`src/pkg/cmd_block_pkg.sv`:
```
// shared constants for the command block interpreter and its requester
package cmd_block_pkg;
    localparam int WORD_W = 16;
    localparam int ADDR_W = 8;
    // command block word offsets
    localparam logic [7:0] OFF_LEN = 8'h00;
    localparam logic [7:0] OFF_WAIT = 8'h01;
    localparam logic [7:0] OFF_STYPE = 8'h02;
    localparam logic [7:0] OFF_SOFFS = 8'h03;
    localparam logic [7:0] OFF_IDLE = 8'h04;
    localparam logic [7:0] OFF_MAXT = 8'h05;
    localparam logic [7:0] OFF_CMD = 8'h06;
    localparam logic [7:0] OFF_OUTVAL = 8'h08;
    localparam logic [7:0] OFF_LAST = 8'h46;
    localparam int MAX_BLOCK_WORDS = 71;
    // status memory area codes
    localparam logic [7:0] MEM_DISC_IN = 8'h46;
    localparam logic [7:0] MEM_DISC_OUT = 8'h48;
    localparam logic [7:0] MEM_REGISTER = 8'h08;
    localparam logic [7:0] MEM_ANALOG_IN = 8'h0A;
    localparam logic [7:0] MEM_ANALOG_OUT = 8'h0C;
    // command numbers
    localparam logic [15:0] CMD_OUTPUTS = 16'h0008;
    localparam logic [15:0] CMD_DEQUEUE = 16'h000D;
    localparam logic [15:0] CMD_SEND = 16'h000E;
    localparam logic [15:0] CMD_REPLY_REQ = 16'h000F;
    // length limits, no-wait flag and outputs enable value
    localparam logic [15:0] LEN_OUTPUTS = 16'h0003;
    localparam logic [15:0] LEN_DEQUEUE = 16'h0007;
    localparam logic [15:0] LEN_SEND_MIN = 16'h0006;
    localparam logic [15:0] LEN_SEND_MAX = 16'h0046;
    localparam logic [15:0] LEN_REPLY_MIN = 16'h000A;
    localparam logic [15:0] LEN_REPLY_MAX = 16'h004E;
    localparam logic [15:0] WAIT_NOWAIT = 16'h0000;
    localparam logic [15:0] OUT_ENABLE = 16'h0001;
    // status words
    localparam logic [15:0] ST_BUSY = 16'h0001;
    localparam logic [15:0] ST_DONE = 16'h0004;
    localparam logic [15:0] ST_SYNTAX = 16'h0008;
    localparam logic [15:0] ST_DATA_ERR = 16'h0010;
    localparam logic [15:0] ST_NONE = 16'h0000;
    localparam logic [15:0] STX_BAD_LEN = 16'h00CA;
    localparam logic [15:0] STX_BAD_PTR = 16'h00CD;
    localparam logic [15:0] STX_BAD_CMD = 16'h00CE;
endpackage

```
`src/pkg/comm_request_if.sv`:
```
// shared-memory link between requester and interpreter
`timescale 1ns/1ps
interface comm_request_if;
    logic req;          // request pulse, block at base
    logic [15:0] base;  // block base word address
    logic rd;           // device reads a block word
    logic [15:0] raddr; // read word address
    logic [15:0] rdata; // read data, valid next cycle
    logic wr;           // device writes a status word
    logic [7:0] warea;  // status memory area code
    logic [15:0] waddr; // word index in area
    logic [15:0] wdata; // status data
    logic done;         // pulse, request finished, status written only if area legal
    modport device (input req, base, rdata,
                    output rd, raddr, wr, warea, waddr, wdata, done);
    modport host (output req, base, rdata,
                  input rd, raddr, wr, warea, waddr, wdata, done);
endinterface

```
`src/hdl/len_check.sv`:
```
// length check per command number
`timescale 1ns/1ps
module len_check (
    input wire logic [15:0] cmd_in, // command number
    input wire logic [15:0] len_in, // length word
    output logic known_out,         // command supported
    output logic len_ok_out         // length suits command
);
    // decode supported commands and legal lengths
    always_comb begin
        known_out = 1'b1;
        len_ok_out = 1'b0;
        unique case (cmd_in)
            cmd_block_pkg::CMD_OUTPUTS:
                len_ok_out = (len_in == cmd_block_pkg::LEN_OUTPUTS);
            cmd_block_pkg::CMD_DEQUEUE:
                len_ok_out = (len_in == cmd_block_pkg::LEN_DEQUEUE);
            cmd_block_pkg::CMD_SEND:
                len_ok_out = (len_in >= cmd_block_pkg::LEN_SEND_MIN) &&
                    (len_in <= cmd_block_pkg::LEN_SEND_MAX);
            cmd_block_pkg::CMD_REPLY_REQ:
                len_ok_out = (len_in >= cmd_block_pkg::LEN_REPLY_MIN) &&
                    (len_in <= cmd_block_pkg::LEN_REPLY_MAX);
            default: known_out = 1'b0;
        endcase
    end
endmodule

```
`src/hdl/cmd_interp.sv`:
```
// command block interpreter, device end
// How it works
// - block: length, wait, status ptr, timers, data
// - length word counts data words from six
// - host writes zero wait flag
// - status type upper byte kept zero
// - area codes 70,72,8,10,12 select status
// - status offset is zero based
// - host gives byte-aligned offset for bit areas
// - timeout and max time words ignored
// - dispatch on command 8,13,14,15
// - outputs command length 3, one enables
// - lengths: 7, 6..70, 10..78
// - buffer holds 71 words, block offsets 0..70
// - status written at designated location
// - host clears status block first
// - host sends requests one at a time
// - finish then status low word 4
// - request while busy gets status 1
// - unknown command gives upper status 206
`timescale 1ns/1ps
module cmd_interp #(
    parameter int BLOCK_WORDS = cmd_block_pkg::MAX_BLOCK_WORDS
) (
    input wire logic mclk_in,         // clock
    input wire logic reset_in,        // sync reset, high
    input wire logic clk_en_in,       // freezes state when low
    comm_request_if.device link,      // shared memory link
    output logic outputs_en_out,      // bus outputs enabled
    output logic dequeue_out,         // pulse, dequeue datagram
    output logic send_out,            // pulse, send datagram
    output logic reply_req_out,       // pulse, send reply request
    output logic [6:0] data_len_out,  // data words of last command passing the length check
    output logic busy_out             // request in progress
);
    // buffer must hold the largest block, index is 7 bits wide
    if (BLOCK_WORDS < cmd_block_pkg::MAX_BLOCK_WORDS ||
        BLOCK_WORDS > 128) begin : g_bad_words
        $error("BLOCK_WORDS out of range");
    end

    typedef enum logic [2:0] {
        S_IDLE = 3'b000,
        S_READ = 3'b001,
        S_EXEC = 3'b010,
        S_ST_LO = 3'b011,
        S_ST_HI = 3'b100
    } state_t;

    typedef struct packed {
        state_t st;
        logic [15:0] base;
        logic [6:0] idx;       // word being requested
        logic [6:0] last;      // last word to read
        logic rd_pend;         // read data arrives this cycle
        logic [6:0] rd_idx;
        logic [15:0] len;
        logic [15:0] waitf;
        logic [15:0] stype;
        logic [15:0] soffs;
        logic [15:0] cmd;
        logic [15:0] outval;
        logic [15:0] st_lo;
        logic [15:0] st_hi;
        logic busy_rej;        // busy reject queued
        logic [15:0] rej_base;
        logic rej_active;      // writing a busy reject
        logic outputs_en;
        logic dequeue;
        logic send;
        logic reply_req;
        logic [6:0] data_len;
        logic rd;
        logic [15:0] raddr;
        logic wr;
        logic [7:0] warea;
        logic [15:0] waddr;
        logic [15:0] wdata;
        logic done;
        logic busy;            // request in progress
    } state_s_t;

    state_s_t q, d;
    logic known, len_ok, area_ok;
    // data block words kept for the datagram path
    logic [15:0] block_mem [BLOCK_WORDS];

    len_check u_len (
        .cmd_in(q.cmd),
        .len_in(q.len),
        .known_out(known),
        .len_ok_out(len_ok)
    );

    // status area decode, low byte only, upper must be zero
    always_comb begin
        area_ok = (q.stype[15:8] == 8'h00) &&
            (q.stype[7:0] == cmd_block_pkg::MEM_DISC_IN ||
             q.stype[7:0] == cmd_block_pkg::MEM_DISC_OUT ||
             q.stype[7:0] == cmd_block_pkg::MEM_REGISTER ||
             q.stype[7:0] == cmd_block_pkg::MEM_ANALOG_IN ||
             q.stype[7:0] == cmd_block_pkg::MEM_ANALOG_OUT);
    end

    // next-state logic
    always_comb begin
        d = q;
        d.rd = 1'b0;
        d.wr = 1'b0;
        d.done = 1'b0;
        d.dequeue = 1'b0;
        d.send = 1'b0;
        d.reply_req = 1'b0;
        d.rd_pend = q.rd;
        d.rd_idx = q.idx;
        if (link.req && q.st != S_IDLE) begin
            d.busy_rej = 1'b1;
            d.rej_base = link.base;
        end
        // capture read data at its block offset
        if (q.rd_pend) begin
            unique case (q.rd_idx)
                cmd_block_pkg::OFF_LEN[6:0]: begin
                    d.len = link.rdata;
                    if (link.rdata > cmd_block_pkg::LEN_REPLY_MAX)
                        d.last = cmd_block_pkg::OFF_LAST[6:0];
                    else
                        d.last = 7'(link.rdata +
                            16'(cmd_block_pkg::OFF_CMD) - 16'h0001);
                end
                cmd_block_pkg::OFF_WAIT[6:0]: d.waitf = link.rdata;
                cmd_block_pkg::OFF_STYPE[6:0]: d.stype = link.rdata;
                cmd_block_pkg::OFF_SOFFS[6:0]: d.soffs = link.rdata;
                cmd_block_pkg::OFF_CMD[6:0]: d.cmd = link.rdata;
                cmd_block_pkg::OFF_OUTVAL[6:0]: d.outval = link.rdata;
                default: ;
            endcase
        end
        unique case (q.st)
            S_IDLE: begin
                if (q.busy_rej) begin
                    d.busy_rej = 1'b0;
                    d.rej_active = 1'b1;
                    d.base = q.rej_base;
                    d.idx = cmd_block_pkg::OFF_LEN[6:0];
                    d.last = cmd_block_pkg::OFF_SOFFS[6:0];
                    d.st = S_READ;
                end else if (link.req) begin
                    d.rej_active = 1'b0;
                    d.base = link.base;
                    d.idx = cmd_block_pkg::OFF_LEN[6:0];
                    d.last = cmd_block_pkg::OFF_CMD[6:0];
                    d.st = S_READ;
                end
            end
            S_READ: begin
                if (!q.rd && !q.rd_pend && q.idx > q.last) begin
                    d.st = S_EXEC;
                end else if (!q.rd && !q.rd_pend) begin
                    d.rd = 1'b1;
                    d.raddr = q.base + 16'(q.idx);
                end else if (q.rd) begin
                    d.idx = q.idx + 7'h01;
                end
            end
            S_EXEC: begin
                d.st_hi = cmd_block_pkg::ST_NONE;
                d.st_lo = cmd_block_pkg::ST_DONE;
                if (q.rej_active) begin
                    d.st_lo = cmd_block_pkg::ST_BUSY;
                end else if (!known) begin
                    d.st_lo = cmd_block_pkg::ST_SYNTAX;
                    d.st_hi = cmd_block_pkg::STX_BAD_CMD;
                end else if (!len_ok) begin
                    d.st_lo = cmd_block_pkg::ST_SYNTAX;
                    d.st_hi = cmd_block_pkg::STX_BAD_LEN;
                end else begin
                    d.data_len = q.len[6:0];
                    unique case (q.cmd)
                        cmd_block_pkg::CMD_OUTPUTS: begin
                            if (q.outval == cmd_block_pkg::OUT_ENABLE)
                                d.outputs_en = 1'b1;
                            else if (q.outval == 16'h0000)
                                d.outputs_en = 1'b0;
                            else
                                d.st_lo = cmd_block_pkg::ST_DATA_ERR;
                        end
                        cmd_block_pkg::CMD_DEQUEUE: d.dequeue = 1'b1;
                        cmd_block_pkg::CMD_SEND: d.send = 1'b1;
                        default: d.reply_req = 1'b1;
                    endcase
                end
                d.st = area_ok ? S_ST_LO : S_IDLE;
                if (!area_ok)
                    d.done = 1'b1; // no legal place for status
            end
            S_ST_LO: begin
                d.wr = 1'b1;
                d.warea = q.stype[7:0];
                d.waddr = q.soffs;
                d.wdata = q.st_lo;
                d.st = S_ST_HI;
            end
            S_ST_HI: begin
                d.wr = 1'b1;
                d.waddr = q.soffs + 16'h0001;
                d.wdata = q.st_hi;
                d.done = 1'b1;
                d.st = S_IDLE;
            end
            default: d.st = S_IDLE;
        endcase
        // single pass: length word sets the last word read, then data up to length
        if (q.st == S_READ && !q.rej_active && q.rd_pend &&
            q.rd_idx == cmd_block_pkg::OFF_LEN[6:0])
            // a zero length still reads the command word
            d.last = (link.rdata > cmd_block_pkg::LEN_REPLY_MAX) ?
                cmd_block_pkg::OFF_LAST[6:0] :
                (link.rdata == '0) ? cmd_block_pkg::OFF_CMD[6:0] :
                7'(link.rdata + 16'(cmd_block_pkg::OFF_CMD) - 16'h0001);
        else if (q.rej_active && q.st == S_READ)
            d.last = cmd_block_pkg::OFF_SOFFS[6:0];
        if (d.last > 7'(BLOCK_WORDS - 1))
            d.last = 7'(BLOCK_WORDS - 1);
        // busy kept in a flop so the output is registered
        d.busy = (d.st != S_IDLE);
    end

    // register state
    always_ff @(posedge mclk_in) begin
        if (reset_in) begin
            q <= '0;
        end else if (clk_en_in) begin
            q <= d;
        end
    end

    // keep data words in the block buffer
    always_ff @(posedge mclk_in) begin
        if (clk_en_in && q.rd_pend && !q.rej_active)
            block_mem[q.rd_idx] <= link.rdata;
    end

    assign link.rd = q.rd;
    assign link.raddr = q.raddr;
    assign link.wr = q.wr;
    assign link.warea = q.warea;
    assign link.waddr = q.waddr;
    assign link.wdata = q.wdata;
    assign link.done = q.done;
    assign outputs_en_out = q.outputs_en;
    assign dequeue_out = q.dequeue;
    assign send_out = q.send;
    assign reply_req_out = q.reply_req;
    assign data_len_out = q.data_len;
    assign busy_out = q.busy;
endmodule

```
`src/flat_wrapper.sv`:
```
// flat-port wrapper written by rule: the top's interface ports become plain ports
module cmd_interp_flat 
#(
    parameter int BLOCK_WORDS = cmd_block_pkg::MAX_BLOCK_WORDS
)
  (mclk_in, reset_in, clk_en_in, outputs_en_out, dequeue_out, send_out, reply_req_out, data_len_out, busy_out, link_req, link_base, link_rdata, link_rd, link_raddr, link_wr, link_warea, link_waddr, link_wdata, link_done);
  comm_request_if link_i ();
  input wire logic mclk_in;
  input wire logic reset_in;
  input wire logic clk_en_in;
  output logic outputs_en_out;
  output logic dequeue_out;
  output logic send_out;
  output logic reply_req_out;
  output logic [6:0] data_len_out;
  output logic busy_out;
  input wire logic [$bits(link_i.req)-1:0] link_req;
  input wire logic [$bits(link_i.base)-1:0] link_base;
  input wire logic [$bits(link_i.rdata)-1:0] link_rdata;
  output wire logic [$bits(link_i.rd)-1:0] link_rd;
  output wire logic [$bits(link_i.raddr)-1:0] link_raddr;
  output wire logic [$bits(link_i.wr)-1:0] link_wr;
  output wire logic [$bits(link_i.warea)-1:0] link_warea;
  output wire logic [$bits(link_i.waddr)-1:0] link_waddr;
  output wire logic [$bits(link_i.wdata)-1:0] link_wdata;
  output wire logic [$bits(link_i.done)-1:0] link_done;
  assign link_i.req = link_req;
  assign link_i.base = link_base;
  assign link_i.rdata = link_rdata;
  assign link_rd = link_i.rd;
  assign link_raddr = link_i.raddr;
  assign link_wr = link_i.wr;
  assign link_warea = link_i.warea;
  assign link_waddr = link_i.waddr;
  assign link_wdata = link_i.wdata;
  assign link_done = link_i.done;
  cmd_interp #(.BLOCK_WORDS(BLOCK_WORDS)) u_core (.mclk_in(mclk_in), .reset_in(reset_in), .clk_en_in(clk_en_in), .link(link_i), .outputs_en_out(outputs_en_out), .dequeue_out(dequeue_out), .send_out(send_out), .reply_req_out(reply_req_out), .data_len_out(data_len_out), .busy_out(busy_out));
endmodule
```
`config.mk`:
```
export PLATFORM = sky130hd
export DESIGN_NAME = cmd_interp_flat
export DESIGN_NICKNAME = d
export VERILOG_FILES = /design/src/pkg/cmd_block_pkg.sv /design/src/pkg/comm_request_if.sv /design/src/hdl/len_check.sv /design/src/hdl/cmd_interp.sv /design/src/flat_wrapper.sv
export SDC_FILE = /design/constraint.sdc
export NUM_CORES = 1
export LEC_CHECK = 0
export ABC_AREA = 0
export BUFFER_PORTS_ARGS = -buffer_cell sky130_fd_sc_hd__buf_2
export CORE_MARGIN = 3
export CORE_UTILIZATION = 40
export DETAILED_ROUTE_END_ITERATION = 10
export PLACE_DENSITY_LB_ADDON = 0.15
export REMOVE_ABC_BUFFERS = 1
export SYNTH_ARGS = -nofsm -noshare
export SYNTH_HDL_FRONTEND = slang
export SYNTH_SLANG_ARGS = --single-unit
```
`constraint.sdc`:
```
create_clock -name mclk_in -period 3.5 [get_ports mclk_in]
set_input_delay 0.525 -clock mclk_in [delete_from_list [all_inputs] [get_ports mclk_in]]
set_output_delay 0.525 -clock mclk_in [all_outputs]
set_load 0.005 [all_outputs]
```
==> impl_metrics.tcl <==
set metrics [dict create \
    yosys_most_used_dff "dfxtp_1" \
    drc 0 \
    synthCells 1158 \
    cp-startpoint "u_core.q[137]" \
    pin_count 107 \
    relSlewSlack_pct 30.2 \
    yosysSeqAreaShare_pct 42.7 \
    dp_hpwl_mm 15.5 \
    tightest_slew_ps 1050 \
    wire_per_inst_microns 15.4 \
    power.density_nw_per_um2 480 \
    synth_warnings 0 \
    min_period_ps 2680 \
    gp_congestion 0.809 \
    timing.rr.end "u_core.outputs_en_out" \
    num_antenna_cells 0 \
    synth.distinct_cells 66 \
    die_w_microns 161 \
    fin_crit_sh_pct 76.4 \
    worstSetupPathType "register to register" \
    start_util_pct 41.5 \
    cts_sinks 204 \
    antenna_found_initial 0 \
    arrival_ps 3070 \
    drt_iter0_markers 520 \
    final_util_pct 45.8 \
    drive_above_1_share_pct 13.4 \
    ant_nets 0 \
    area_growth_pct 10.4 \
    grt_pass1_wl_mm 37.7 \
    skew_ps 14.8 \
    crit_path_end "u_core.outputs_en_out" \
    yosysTopAreaCell "dfxtp_1" \
    ir_drop_mv 0.296 \
    reg2reg_depth 7 \
    tns_ps 0 \
    worstSkewPairLatency_ps 500 \
    cp_max_fo 13 \
    cts_htree_levels 1 \
    fin_nets 1225 \
    cts.clk_slew.worst_paths_ps 60 \
    r2r-start "u_core.q[137]" \
    first_global_vias 7021 \
    grt.total_usage_pct 17.5 \
    die-area_sq_um 25800 \
    synth_edf_count 0 \
    synth_area_leaders "dfxtp_1 43%, mux2i_1 7.9%, nor2_1 6.9%" \
    ctsHoldBuffers 0 \
    vias_per_cell 5.04 \
    grt_max_degree 67 \
    required_ps 3890 \
    r2r_slack_ps 820 \
    die_y_microns 161 \
    end_kind "register" \
    root_buffer "clkbuf_16" \
    synthArstFlopShare_pct 0 \
    syn_area_sq_um 9570 \
    overflow 0 \
    nFillCells 2333 \
    clk_path_buf_depth 3 \
    hold_violations 0 \
    hp-class "primary input to register" \
    hp-start "link_base[13]" \
    cts_made_buffers 23 \
    num_vias 7529 \
    synth_top_area_share_pct 42.7 \
    io_buffers 97 \
    multiInputGateArea_sq_um 4680 \
    design_area_sq_um 10600 \
    dpl_cell_area_sq_um 9840 \
    cts_resized 0 \
    core_area_sq_um 23100 \
    syn_area_per_cell_sq_um 8.27 \
    p_leak_nw 4.51 \
    cts_tree "built" \
    setup_viol 0 \
    maxCapViolCount 0 \
    status "finished, final reports clean" \
    num_rows 55 \
    cts_setup_buffers 0 \
    max_freq_ghz 0.374 \
    rsz0062_at_grt "no" \
    ys_ff_latch 204 \
    dr.pass1.iters 5 \
    wl_mm 23.0 \
    hold_slack_ps 276 \
    critPathLaunchType "register" \
    regArea_sq_um 4080 \
    drv_slew 0 \
]
==> through the flow <==
step                      power [mW]  setup WS [ps]  cells
final                           5.07            825   1495
after detailed placement        2.81            892   1457
after CTS                       5.14            893   1495
after global routing            5.28            658   1495
after floorplan                 2.64           -735   1032
after global placement          2.81            908   1457
==> worst min-delay path by stage <==
stage / end / slack (ps) / cells after the start
final: u_core.q[85] / 280 / 3
after global routing: u_core.q[87] / 260 / 3
after CTS: u_core.q[79] / 260 / 3
after detailed placement: u_core.q[146] / 440 / 2
after global placement: u_core.link.raddr[4] / 440 / 2
after floorplan: u_core.q[152] / 420 / 2
==> critical path, stage by stage (launching register included) <==
cell	delay [ps]
dfxtp_1	360
or3_1	430
nor2_1	110
a21oi_1	50
o311ai_0	520
and3_1	700
nand3_1	230
mux2i_1	170
==> state kept, by name, indices dropped and copies added (netlist names) <==
name,count
u_core.busy_out,1
u_core.d,7
u_core.data_len_out,7
u_core.dequeue_out,1
u_core.link.done,1
u_core.link.raddr,16
u_core.link.rd,1
u_core.link.waddr,16
u_core.link.warea,8
u_core.link.wdata,5
u_core.link.wr,1
u_core.outputs_en_out,1
u_core.q,137
u_core.reply_req_out,1
u_core.send_out,1
==> cells in the mapped netlist, drive strengths merged, types with 2 or more instances <==
library cell / number
dfxtp: 204
nor2: 175
nand2: 171
a21oi: 108
buf: 82
mux2i: 76
clkbuf: 52
a211oi: 32
nand3: 25
inv: 23
nor3: 22
ha: 19
xor2: 19
xnor2: 16
o21ai: 15
nor4: 14
and3: 9
nand4: 8
or3: 7
a311oi: 6
nand2b: 6
o211ai: 6
a22oi: 5
nand4b: 5
and2: 4
nor2b: 4
nor4b: 4
or2: 4
a211o: 3
a31oi: 3
and4: 3
a32o: 2
nand3b: 2
nor3b: 2
o2111ai: 2
o311ai: 2
==> power by group <==
group / internal [mW] / switching [mW]
combinational: 0.125 / 0.233
clock: 1.40 / 0.915
sequential: 2.37 / 0.0352
==> cell type report <==
class,instances,area share (%)
clock inverters,2,0.332
inverters,23,0.817
flip-flops and latches,204,38.7
multi-input cells,805,44.3
repair buffers,112,5.72
clock buffers,36,6.48
well taps,313,3.71
==> layout by cell type (no fill, tap or decap), types with 4 or more instances in the layout <==
master	instances
buf_2	96
o21ai_0	15
nor4_1	13
dfxtp_1	204
o211ai_1	6
clkbuf_16	23
nand3_1	25
nor2_1	175
buf_4	15
a21oi_1	108
clkbuf_8	6
nand2_1	171
xnor2_1	16
and3_1	8
ha_1	19
inv_1	23
nand4_1	7
a211oi_1	32
or3_1	7
nand4b_1	5
xor2_1	19
nor3_1	22
nor2b_1	4
conb_1	9
clkbuf_1	7
a311oi_1	6
mux2i_1	76
a22oi_1	5
nand2b_1	6
==> logic make-up after synthesis <==
logic type / Yosys count / share of synthesized area, %
compound gates: 196 / 12.5
xor+xnor: 35 / 3.20
fa+ha+maj: 20 / 2.69
buf+inv: 157 / 8.91
flops: 204 / 42.7
mux: 77 / 8.06
other cells: 1 / 0.0392
simple gates: 468 / 22.0
==> layer usage <==
metal	track usage (%)	vias up	part of all wire (%)
met3	2.66	28	5.0
met5	0	-	0
met4	3.60	0	1.6
met1	25.8	3456	50
li1	-	3888	-
met2	27.1	157	44
(Power assumes the default switching activity.)
